==> src/hw/ipa_pkg.sv <==
// Constants and types of the interrupt priority and acceptance block
// Function
// - Pick the pending request with the highest programmed priority level.
// - Equal levels or same-module sources resolve by fixed default order.
// - Ignore the winner when its level is at or below the CPU mask.
// - Winner above the CPU mask is accepted and requested toward the CPU.
// - Acceptance drives the active-low indicator pin low.
// - Controller presents accepted level; CPU loads it into its mask bits.
// - Level-sensed or on-chip acceptance releases the indicator pin high.
// - Edge-sensed acceptance releases the indicator when the CPU takes it.
// - A newly accepted higher-level request keeps the indicator low.
// - An edge-sensed line holds at most one pending request.
// - A level-sensed request pends only while its line stays asserted.
// - On-chip requests are levels held until the module clears them.
// - Selection and mask compare: 2 states on-chip, 3 states external.
// - Switching a low pin to interrupt input under edge sense raises a request.
// - Priority fields are four bits, zero lowest and fifteen highest.
// - Sense select bit: zero for low level, one for falling edge.
package ipa_pkg;
	localparam int NUM_EXT = 8;
	localparam int NUM_PER = 8;
	localparam int NUM_SRC = NUM_EXT + NUM_PER;
	localparam int LVL_W = 4;
	localparam int SRC_W = 4;
	localparam int NUM_PRIO_REG = 4;
	localparam logic [7:0] OFS_PRIO0 = 8'h00;
	localparam logic [7:0] OFS_PRIO1 = 8'h04;
	localparam logic [7:0] OFS_PRIO2 = 8'h08;
	localparam logic [7:0] OFS_PRIO3 = 8'h0C;
	localparam logic [7:0] OFS_SENSE = 8'h10;
	localparam logic [7:0] OFS_PINFN = 8'h14;
	localparam logic [7:0] OFS_STATUS = 8'h18;
	localparam int ST_LVL_POS = 16;
	localparam int ST_SRC_POS = 20;
	localparam int ST_REQ_POS = 24;
	localparam int ST_IND_POS = 25;
	localparam logic [15:0] RST_PRIO = 16'h0000;
	localparam logic [7:0] RST_SENSE = 8'h00;
	localparam logic [7:0] RST_PINFN = 8'h00;
	localparam logic [7:0] RST_LINE = 8'hFF;
	localparam int STATES_ONCHIP = 2;
	localparam int STATES_EXT = 3;

	typedef struct packed {
		logic [NUM_SRC*LVL_W-1:0] prio;
		logic [NUM_EXT-1:0] sense;
		logic [NUM_EXT-1:0] pinfn;
		logic [NUM_EXT-1:0] line_prev;
		logic [NUM_EXT-1:0] edge_lat;
		logic [NUM_EXT-1:0] lvl_pend;
		logic sel_vld;
		logic [LVL_W-1:0] sel_lvl;
		logic [SRC_W-1:0] sel_src;
		logic req;
		logic [LVL_W-1:0] lvl;
		logic [SRC_W-1:0] src;
		logic ind_low;
		logic ack_vld;
		logic [LVL_W-1:0] ack_lvl;
		logic [SRC_W-1:0] ack_src;
		logic [31:0] prdata;
		logic slverr;
	} ipa_state_s;
endpackage

==> src/hw/ipa_prio_sel.sv <==
// Combinational priority selector over all pending sources
`timescale 1ns/1ns
module ipa_prio_sel import ipa_pkg::*; #(
	parameter int N = NUM_SRC
) (
	input wire logic [N-1:0] req,
	input wire logic [N*LVL_W-1:0] lvl,
	output logic vld,
	output logic [LVL_W-1:0] win_lvl,
	output logic [SRC_W-1:0] win_idx
);
	// ****************************************
	// Selection
	// ****************************************
	// Scan from the lowest default priority up; ">=" lets the earlier index win ties
	always_comb begin
		vld = 1'b0;
		win_lvl = '0;
		win_idx = '0;
		for (int i = N - 1; i >= 0; i--) begin
			if (req[i] && (!vld || lvl[i*LVL_W +: LVL_W] >= win_lvl)) begin
				vld = 1'b1;
				win_lvl = lvl[i*LVL_W +: LVL_W];
				win_idx = SRC_W'(i);
			end
		end
	end
endmodule

==> src/hw/ipa_top.sv <==
// Interrupt priority and acceptance controller with APB register slave
//
// Local design decisions: the register addresses and register access over APB.
`timescale 1ns/1ns
module ipa_top import ipa_pkg::*; (
	input wire logic CLK_SYS,
	input wire logic RSTN,
	input wire logic PSEL,
	input wire logic PENABLE,
	input wire logic PWRITE,
	input wire logic [7:0] PADDR,
	input wire logic [31:0] PWDATA,
	output logic [31:0] PRDATA,
	output logic PREADY,
	output logic PSLVERR,
	input wire logic [NUM_EXT-1:0] IRQ_LINE_N,
	input wire logic [NUM_PER-1:0] PER_REQ,
	input wire logic [LVL_W-1:0] MASK_LEVEL,
	input wire logic CPU_ACK,
	output logic IRQ_REQ,
	output logic [LVL_W-1:0] IRQ_LEVEL,
	output logic [SRC_W-1:0] IRQ_SRC,
	output logic ACC_IND_N
);
	// ****************************************
	// State
	// ****************************************
	ipa_state_s st_reg;
	ipa_state_s st_next;
	logic [NUM_EXT-1:0] line_gated;
	logic [NUM_EXT-1:0] line_fall;
	logic [NUM_EXT-1:0] ext_pend;
	logic [NUM_SRC-1:0] all_pend;
	logic win_vld;
	logic [LVL_W-1:0] win_lvl;
	logic [SRC_W-1:0] win_idx;
	logic wr_en;
	logic rd_setup;
	logic ack_take;

	function automatic logic addr_known(input logic [7:0] a);
		addr_known = (a == OFS_PRIO0) || (a == OFS_PRIO1) || (a == OFS_PRIO2) || (a == OFS_PRIO3)
			|| (a == OFS_SENSE) || (a == OFS_PINFN) || (a == OFS_STATUS);
	endfunction

	// ****************************************
	// Line detection
	// ****************************************
	// General-input pins look idle, so a low pin switched in reads as a falling edge
	assign line_gated = IRQ_LINE_N | ~st_reg.pinfn;
	assign line_fall = st_reg.line_prev & ~line_gated;
	assign ext_pend = (st_reg.sense & st_reg.edge_lat) | (~st_reg.sense & st_reg.lvl_pend);
	assign all_pend = {PER_REQ, ext_pend};
	assign ack_take = CPU_ACK && st_reg.req;

	ipa_prio_sel #(
		.N(NUM_SRC)
	) u_sel (
		.req(all_pend),
		.lvl(st_reg.prio),
		.vld(win_vld),
		.win_lvl(win_lvl),
		.win_idx(win_idx)
	);

	// ****************************************
	// APB decode
	// ****************************************
	// Zero wait states; read data is captured in the setup phase
	assign wr_en = PSEL && PENABLE && PWRITE && addr_known(PADDR);
	assign rd_setup = PSEL && !PENABLE;
	assign PREADY = 1'b1;
	assign PSLVERR = PSEL && PENABLE && st_reg.slverr;
	assign PRDATA = st_reg.prdata;
	assign IRQ_REQ = st_reg.req;
	assign IRQ_LEVEL = st_reg.lvl;
	assign IRQ_SRC = st_reg.src;
	assign ACC_IND_N = ~st_reg.ind_low;

	// ****************************************
	// Next state
	// ****************************************
	always_comb begin
		logic match;
		match = 1'b0;
		st_next = st_reg;
		st_next.line_prev = line_gated;
		st_next.lvl_pend = ~line_gated;
		for (int i = 0; i < NUM_EXT; i++) begin
			// One bit per line: extra edges merge; a fresh edge beats the acknowledge clear
			if (line_fall[i] && st_reg.sense[i]) begin
				st_next.edge_lat[i] = 1'b1;
			end else if (!st_reg.sense[i] || (ack_take && st_reg.src == SRC_W'(i))) begin
				st_next.edge_lat[i] = 1'b0;
			end
		end
		st_next.sel_vld = win_vld;
		st_next.sel_lvl = win_lvl;
		st_next.sel_src = win_idx;
		st_next.req = st_reg.sel_vld && (st_reg.sel_lvl > MASK_LEVEL);
		st_next.lvl = st_reg.sel_lvl;
		st_next.src = st_reg.sel_src;
		if (ack_take) begin
			st_next.ack_vld = 1'b1;
			st_next.ack_lvl = st_reg.lvl;
			st_next.ack_src = st_reg.src;
		end else if (!st_reg.req) begin
			st_next.ack_vld = 1'b0;
		end
		// Taken request releases the pin; a different or higher winner pulls it low again
		match = st_next.ack_vld && (st_next.src == st_next.ack_src) && (st_next.lvl <= st_next.ack_lvl);
		st_next.ind_low = st_next.req && !match;
		if (wr_en) begin
			unique case (PADDR)
				OFS_PRIO0: st_next.prio[15:0] = PWDATA[15:0];
				OFS_PRIO1: st_next.prio[31:16] = PWDATA[15:0];
				OFS_PRIO2: st_next.prio[47:32] = PWDATA[15:0];
				OFS_PRIO3: st_next.prio[63:48] = PWDATA[15:0];
				OFS_SENSE: st_next.sense = PWDATA[NUM_EXT-1:0];
				OFS_PINFN: st_next.pinfn = PWDATA[NUM_EXT-1:0];
				default: st_next.prio = st_reg.prio;
			endcase
		end
		if (rd_setup) begin
			st_next.prdata = '0;
			st_next.slverr = !addr_known(PADDR);
			unique case (PADDR)
				OFS_PRIO0: st_next.prdata[15:0] = st_reg.prio[15:0];
				OFS_PRIO1: st_next.prdata[15:0] = st_reg.prio[31:16];
				OFS_PRIO2: st_next.prdata[15:0] = st_reg.prio[47:32];
				OFS_PRIO3: st_next.prdata[15:0] = st_reg.prio[63:48];
				OFS_SENSE: st_next.prdata[NUM_EXT-1:0] = st_reg.sense;
				OFS_PINFN: st_next.prdata[NUM_EXT-1:0] = st_reg.pinfn;
				OFS_STATUS: begin
					st_next.prdata[NUM_SRC-1:0] = all_pend;
					st_next.prdata[ST_LVL_POS +: LVL_W] = st_reg.lvl;
					st_next.prdata[ST_SRC_POS +: SRC_W] = st_reg.src;
					st_next.prdata[ST_REQ_POS] = st_reg.req;
					st_next.prdata[ST_IND_POS] = st_reg.ind_low;
				end
				default: st_next.prdata = '0;
			endcase
		end
	end

	// ****************************************
	// Registers
	// ****************************************
	always_ff @(posedge CLK_SYS) begin
		if (!RSTN) begin
			st_reg <= '0;
			st_reg.prio <= {NUM_PRIO_REG{RST_PRIO}};
			st_reg.sense <= RST_SENSE;
			st_reg.pinfn <= RST_PINFN;
			st_reg.line_prev <= RST_LINE;
		end else begin
			st_reg <= st_next;
		end
	end
endmodule

==> config.mk <==
export PLATFORM = sky130hd
export DESIGN_NAME = ipa_top
export DESIGN_NICKNAME = d
export VERILOG_FILES = /design/src/hw/ipa_pkg.sv /design/src/hw/ipa_prio_sel.sv /design/src/hw/ipa_top.sv
export SDC_FILE = /design/constraint.sdc
export NUM_CORES = 1
export LEC_CHECK = 0
export ABC_AREA = 1
export BUFFER_PORTS_ARGS = -buffer_cell sky130_fd_sc_hd__buf_2
export CAP_MARGIN = 15
export CORE_MARGIN = 2
export CORE_UTILIZATION = 59
export DETAILED_ROUTE_END_ITERATION = 7
export HOLD_SLACK_MARGIN = 0.1
export PLACE_DENSITY = 0.81
export SLEW_MARGIN = 20
export SYNTH_ARGS = -nofsm -noshare
export SYNTH_HDL_FRONTEND = slang
export SYNTH_SLANG_ARGS = --single-unit
==> constraint.sdc <==
create_clock -name CLK_SYS -period 19.9 [get_ports CLK_SYS]
set_input_delay 1.99 -clock CLK_SYS [delete_from_list [all_inputs] [get_ports CLK_SYS]]
set_output_delay 1.99 -clock CLK_SYS [all_outputs]
set_load 0.01 [all_outputs]
[Yosys cells after proc, flatten, opt, wreduce, memory -nomap -nowiden]
Index checks and enable logic that the tools add are counted.
Storage, ports and cells
  input port bits: 66
  logic and storage cells: 257
  flip-flop bits (word level): 159
  output and inout bits: 44
Cells by class
  reductions and logical operators: 116
  order comparisons: 17
  equality and inequality tests: 14
  multiplexer cells: 69
  bitwise logic cells: 10
Operators by type and width (number)
  4-bit two-way mux: 24
  4-bit >= comparator: 15
  8-bit case mux with 7 select lines: 1
  1-bit logical AND: 41
  8-bit case mux with 5 select lines: 1
  1-bit two-way mux: 35
  1-bit logical OR: 29
  1-bit logical NOT: 26
  8-bit AND: 3
  8-bit by 5-bit == test with 1-bit output, second input constant: 3
  8-bit inverter: 3
  4-bit by 3-bit == test with 1-bit output, second input constant: 4
  8-bit by 4-bit == test with 1-bit output, second input constant: 2
  8-bit bitwise OR: 2
  2-bit nonzero test: 8
  3-bit two-way mux: 4
  2-bit AND reduction: 6
  10-bit two-way mux: 1
  9-bit OR reduction: 1
  4-bit by 2-bit == test with 1-bit output, second input constant: 2
  8-bit by 3-bit == test with 1-bit output, second input constant: 1
  8-bit logical NOT: 1
  8-bit two-way mux: 1
  5-bit OR reduction: 1
  other kinds (9): 11

[Longest topological paths before layout]
  word-level depth: 61
  depth in mapped cells: 154
  gate-level depth less buffers: 152

[By module]
Synthesis repeated with hierarchy kept, for this count alone.
Unflattened totals
  cell total of the unflattened synthesis: 1522
  area, all modules: 10057.1 µm²
Modules (own cells, without submodules)
  ipa_top: cells each 1080, seq. area each 3183.1 µm², area an instance 7482.2 µm², times used 1
  ipa_prio_sel: cells each 442, seq. area each 0.0 µm², area an instance 2575.0 µm², times used 1

[Least setup slack after synthesis]
Ideal clock, no wire load.
  path type: in2reg
  start point: in PER_REQ[7]
  end point: reg st_reg (netlist bit st_next[45])
  setup slack: 2.208 ns
  required time: 19.834 ns
  stages: 139
  data arrival time: 17.626 ns
  path buffers: 2
  setup time: 0.066 ns
  cell sequence: buf_6 -> nand2_1 -> inv_1 -> ha_1 -> nand2_1 -> inv_1 -> nand2_1 -> nand4_1 -> nand2_1 -> nand3_1 -> o21ai_0 -> inv_1 -> ha_1 -> a21oi_1 -> nand4_2 -> nand2_2 -> inv_2 -> o21ai_0 -> (+103 left out) -> o21ai_0 -> a41oi_1 -> nand2_2 -> nand2_4 -> clkinv_1 -> nand2_1 -> and2_1 -> ha_1 -> a21boi_0 -> o21ai_0 -> nand2_1 -> a21oi_1 -> nand2_1 -> nand2_2 -> nand2_1 -> nor2_2 -> nand3_1 -> a21oi_2
On the way
  word-level cells in the longest chain between the ends: 61
  elaborated cells on any way between the ends: 103
  those cells by class: order compare: 15; mux: 42; reduce/logical: 46
Ends and longest elaborated chain
  start, declared: RTL line ipa_top.sv:17  | input wire logic [NUM_PER-1:0] PER_REQ,
  4-bit two-way mux or 1-bit two-way mux (tied branches): RTL line ipa_prio_sel.sv:21  | if (req[i] && (!vld || lvl[i*LVL_W +: LVL_W] >= win_lvl)) begin
  4-bit >= comparator or 1-bit logical NOT (tied branches): RTL line ipa_prio_sel.sv:21
  1-bit logical OR: RTL line ipa_prio_sel.sv:21
  1-bit logical AND: RTL line ipa_prio_sel.sv:21
  4-bit two-way mux or 1-bit two-way mux (tied branches): RTL line ipa_prio_sel.sv:21
  4-bit >= comparator or 1-bit logical NOT (tied branches): RTL line ipa_prio_sel.sv:21
  1-bit logical OR: RTL line ipa_prio_sel.sv:21
  1-bit logical AND: RTL line ipa_prio_sel.sv:21
  (+45 left out)
  4-bit >= comparator or 1-bit logical NOT (tied branches): RTL line ipa_prio_sel.sv:21
  1-bit logical OR: RTL line ipa_prio_sel.sv:21
  1-bit logical AND: RTL line ipa_prio_sel.sv:21
  4-bit two-way mux or 1-bit two-way mux (tied branches): RTL line ipa_prio_sel.sv:21
  4-bit >= comparator or 1-bit logical NOT (tied branches): RTL line ipa_prio_sel.sv:21
  1-bit logical OR: RTL line ipa_prio_sel.sv:21
  1-bit logical AND: RTL line ipa_prio_sel.sv:21
  5-bit OR reduction (no source line)
  end signal, assigned: RTL line ipa_top.sv:157  | st_reg <= st_next;
  end, declared: RTL line ipa_top.sv:28  | ipa_state_s st_reg;
Parallel ways exist; a longest one is shown, timed or not.
A chain may end at the register's enable or synchronous reset.

[Worst setup path in the final report]
Ends and elaborated chain as after synthesis.

==> results.sh <==
export IMPL_status="completed"
export IMPL_area_growth_pct=11.60
export IMPL_synth_cell_types=48
export IMPL_post_drt_wl_per_cell_um=17.42
export IMPL_clock_fmax_ghz=0.05415
export IMPL_synth_area_leaders="dfxtp_1, nand2_1, ha_1"
export IMPL_synth_edf_count=0
export IMPL_fin_tns_setup_ns=0
export IMPL_rr_endpoint="st_next[45]$_SDFF_PP0_"
export IMPL_end_kind="flip-flop"
export IMPL_fillers=1253
export IMPL_die_y_um=129.0
export IMPL_start_kind="input port"
export IMPL_fin_skew_ns=0.008413
export IMPL_ios=110
export IMPL_clk_path_buf_depth=2
export IMPL_p_switching_mw=0.2995
export IMPL_critical_path_class="input port to flip-flop"
export IMPL_synth_top_cells_by_count="nand2_1, inv_1, dfxtp_1"
export IMPL_first_global_vias=7840
export IMPL_crit_top_cell="nand2_1"
export IMPL_whs_path_depth=2
export IMPL_core_sq_mm=0.01526
export IMPL_antenna_found_initial=0
export IMPL_period_needed_ns=18.47
export IMPL_dieArea_sq_mm=0.01663
export IMPL_slowest_delay_ns=0.30
export IMPL_r2r_cells=138
export IMPL_num_rows=45
export IMPL_tightest_slew_ns=1.137
export IMPL_dp_hpwl_um=19150
export IMPL_clkLatencyLatePin_ns=0.43
export IMPL_post_synth_top_count_cell="nand2_1"
export IMPL_ys_warn_count=0
export IMPL_via_per_inst=5.800
export IMPL_synth_top_area_frac=0.3454
export IMPL_worst_slack_ns=1.433
export IMPL_combPwrFrac=0.282
export IMPL_relSlewSlack=0.2399
export IMPL_hp_start="st_next[47]$_SDFF_PN0_"
export IMPL_slowest_stage="ha_1"
export IMPL_gp_congestion=0.9689
export IMPL_syn_inst=1271
export IMPL_htreeDepth=4
export IMPL_initial_core_util=0.6039
export IMPL_synth_ff_type="dfxtp_1"
export IMPL_grt_usage=0.3153
export IMPL_p_clk_frac=0.340
export IMPL_synth_async_reset_ratio=0
export IMPL_ir_worst_vdd_v=0.00006286
export IMPL_startpoint="PER_REQ[7]"
export IMPL_maxSlewViolCount=0
export IMPL_grt_max_degree=98
export IMPL_drive_above_1_share=0.1736
export IMPL_nets=1447
export IMPL_finalPower_mw=0.8902
export IMPL_synth_top_area_cell="dfxtp_1"
export IMPL_power_density_mw_per_mm2=86.56
export IMPL_cts_tree="yes"
export IMPL_holdPathEnd="IRQ_LEVEL[0]$_SDFF_PN0_"
export IMPL_cp_data_arrival_time_ns=18.82
export IMPL_hold_violations=0
export IMPL_path_max_fanout=10
export IMPL_period_share=0.9280
export IMPL_p_sw_frac=0.3365
export IMPL_drc=0
export IMPL_die_x_um=129.0
export IMPL_root_buffer="clkbuf_16"
export IMPL_min_path_type="flip-flop to flip-flop"
export IMPL_p_leak_nw=4.704
export IMPL_placed_area_sq_mm=0.009473
export IMPL_clk_pin_slew_ns=0.06
export IMPL_required_ns=20.25
export IMPL_drtIter0Drc=1051
export IMPL_setup_viol_count_final=0
export IMPL_seqPwrFrac=0.377
export IMPL_ys_ff_latch=159
export IMPL_reg2reg_slack_ns=2.80
export IMPL_io_buffers=86
export IMPL_synth_avg_cell_area_sq_um=7.250
export IMPL_drv_cap=0
export IMPL_yosysSeqAreaShare=0.3454
export IMPL_p_int_mw=0.5907
export IMPL_grt_overflow=0
export IMPL_grt_pass1_wl_um=40350
export IMPL_diodes=0
export IMPL_vias=8944
export IMPL_cts_buffers=17
export IMPL_r2r_start="st_reg[162]$_SDFFE_PN0P_"
export IMPL_pre_cts_ws_ns=-0.1349
export IMPL_cts_sinks=159
export IMPL_postLayoutCoreUtil=0.6740
export IMPL_dr_pass1_iters=5
export IMPL_largest_register_ffs=116
export IMPL_syn_area_sq_mm=0.009215
export IMPL_stdcell_area_sq_mm=0.01028
export IMPL_wl_um=26860
export IMPL_ant_nets=0
-- cell usage in the layout, fill, tap and decap left out, types with 3 or more instances in the layout --
cell type and n:
o31ai_1 6, inv_6 3, nand3_1 42, o21ai_2 8, dfxtp_1 159, inv_1 183
clkinvlp_4 3, nor2_2 3, inv_2 4, a221oi_1 4, o221ai_1 7, a211oi_1 76
and2_1 9, conb_1 7, ha_1 60, o21ai_0 64, nand2_1 224, a21oi_2 8
mux2i_1 3, nand2_8 3, nor2_1 131, a21oi_1 53, o21ai_1 24, nand4_1 8
nand2_2 24, nand3_2 18, nand2_4 17, clkbuf_16 17, o22ai_1 21, buf_2 85
buf_4 19
-- metal layers --
metal | track usage | part of all wire | vias up
met3 | 0.06653 | 0.10 | 84
li1 | - | - | 4267
met5 | 0 | 0 | -
met4 | 0.1375 | 0.042 | 0
met2 | 0.5020 | 0.45 | 453
met1 | 0.4147 | 0.41 | 4140
-- per-stage QoR --
| stage | hold WS, ns | cells |
|---|---|---|
| floorplan | 0.4071 | 1276 |
| global placement | 0.4191 | 1493 |
| detailed placement | 0.4442 | 1493 |
| CTS | 0.4539 | 1523 |
| global route | 0.4713 | 1542 |
| finish | 0.4526 | 1542 |
-- kinds of logic (layout without fill, tap and decap cells) --
group                    after synthesis  in the layout  share of synthesized area
AO/OA/AOI/OAI                        285            285                     0.1912
multiplexers                           3              3                   0.003259
XOR/XNOR                               1              1                  0.0009506
other                                  2              7                  0.0008150
adder cells (fa/ha/maj)               61             61                    0.08282
buffers and inverters                273            325                     0.1295
AND/OR/NAND/NOR                      487            490                     0.2460
flip-flops                           159            159                     0.3454
-- power groups by stage --
stage | clock [mW] | sequential [mW] | combinational [mW]
6_report | 0.303 | 0.336 | 0.251
2_1_floorplan | 0 | 0.340 | 0.185
3_3_place_gp | 0 | 0.343 | 0.221
4_1_cts | 0.303 | 0.336 | 0.230
3_5_place_dp | 0 | 0.343 | 0.230
5_1_grt | 0.315 | 0.337 | 0.283
-- cell type report --
cell class / count / area (sq um) / share of cell area
clock buffer: 20 / 456.7 / 0.04441
sequential: 159 / 3183 / 0.3095
tap: 211 / 264.0 / 0.02567
clock inverter: 10 / 80.08 / 0.007787
inverter: 190 / 716.9 / 0.06972
multi-input combinational: 847 / 5007 / 0.4869
timing repair buffer: 105 / 575.6 / 0.05597
-- worst max path at each step --
| stage | endpoint | cells past startpoint |
|---|---|---|
| after floorplan | st_next[45]$_SDFF_PP0_ | 139 |
| after global placement | st_next[46]$_SDFF_PP0_ | 137 |
| after detailed placement | st_next[46]$_SDFF_PP0_ | 137 |
| after CTS | st_next[45]$_SDFF_PP0_ | 137 |
| after global routing | st_next[45]$_SDFF_PP0_ | 140 |
| final | st_next[45]$_SDFF_PP0_ | 139 |
-- critical path: cells and delay by family --
kind                       cells  cell delay [ns]
and+or+nand+nor               71             6.25
buffers and inverters         12             0.95
AOI/OAI and AO/OA             41             5.56
adders and majority gates     15             4.02
-- timing repair --
action / in CTS / in global routing
resized for setup: 0 / 59
buffers inserted: 0 / 16
hold buffers: 0 / 0
setup endpoints to repair: 0 / 8
No activity file was read; power rests on OpenSTA's default activity.
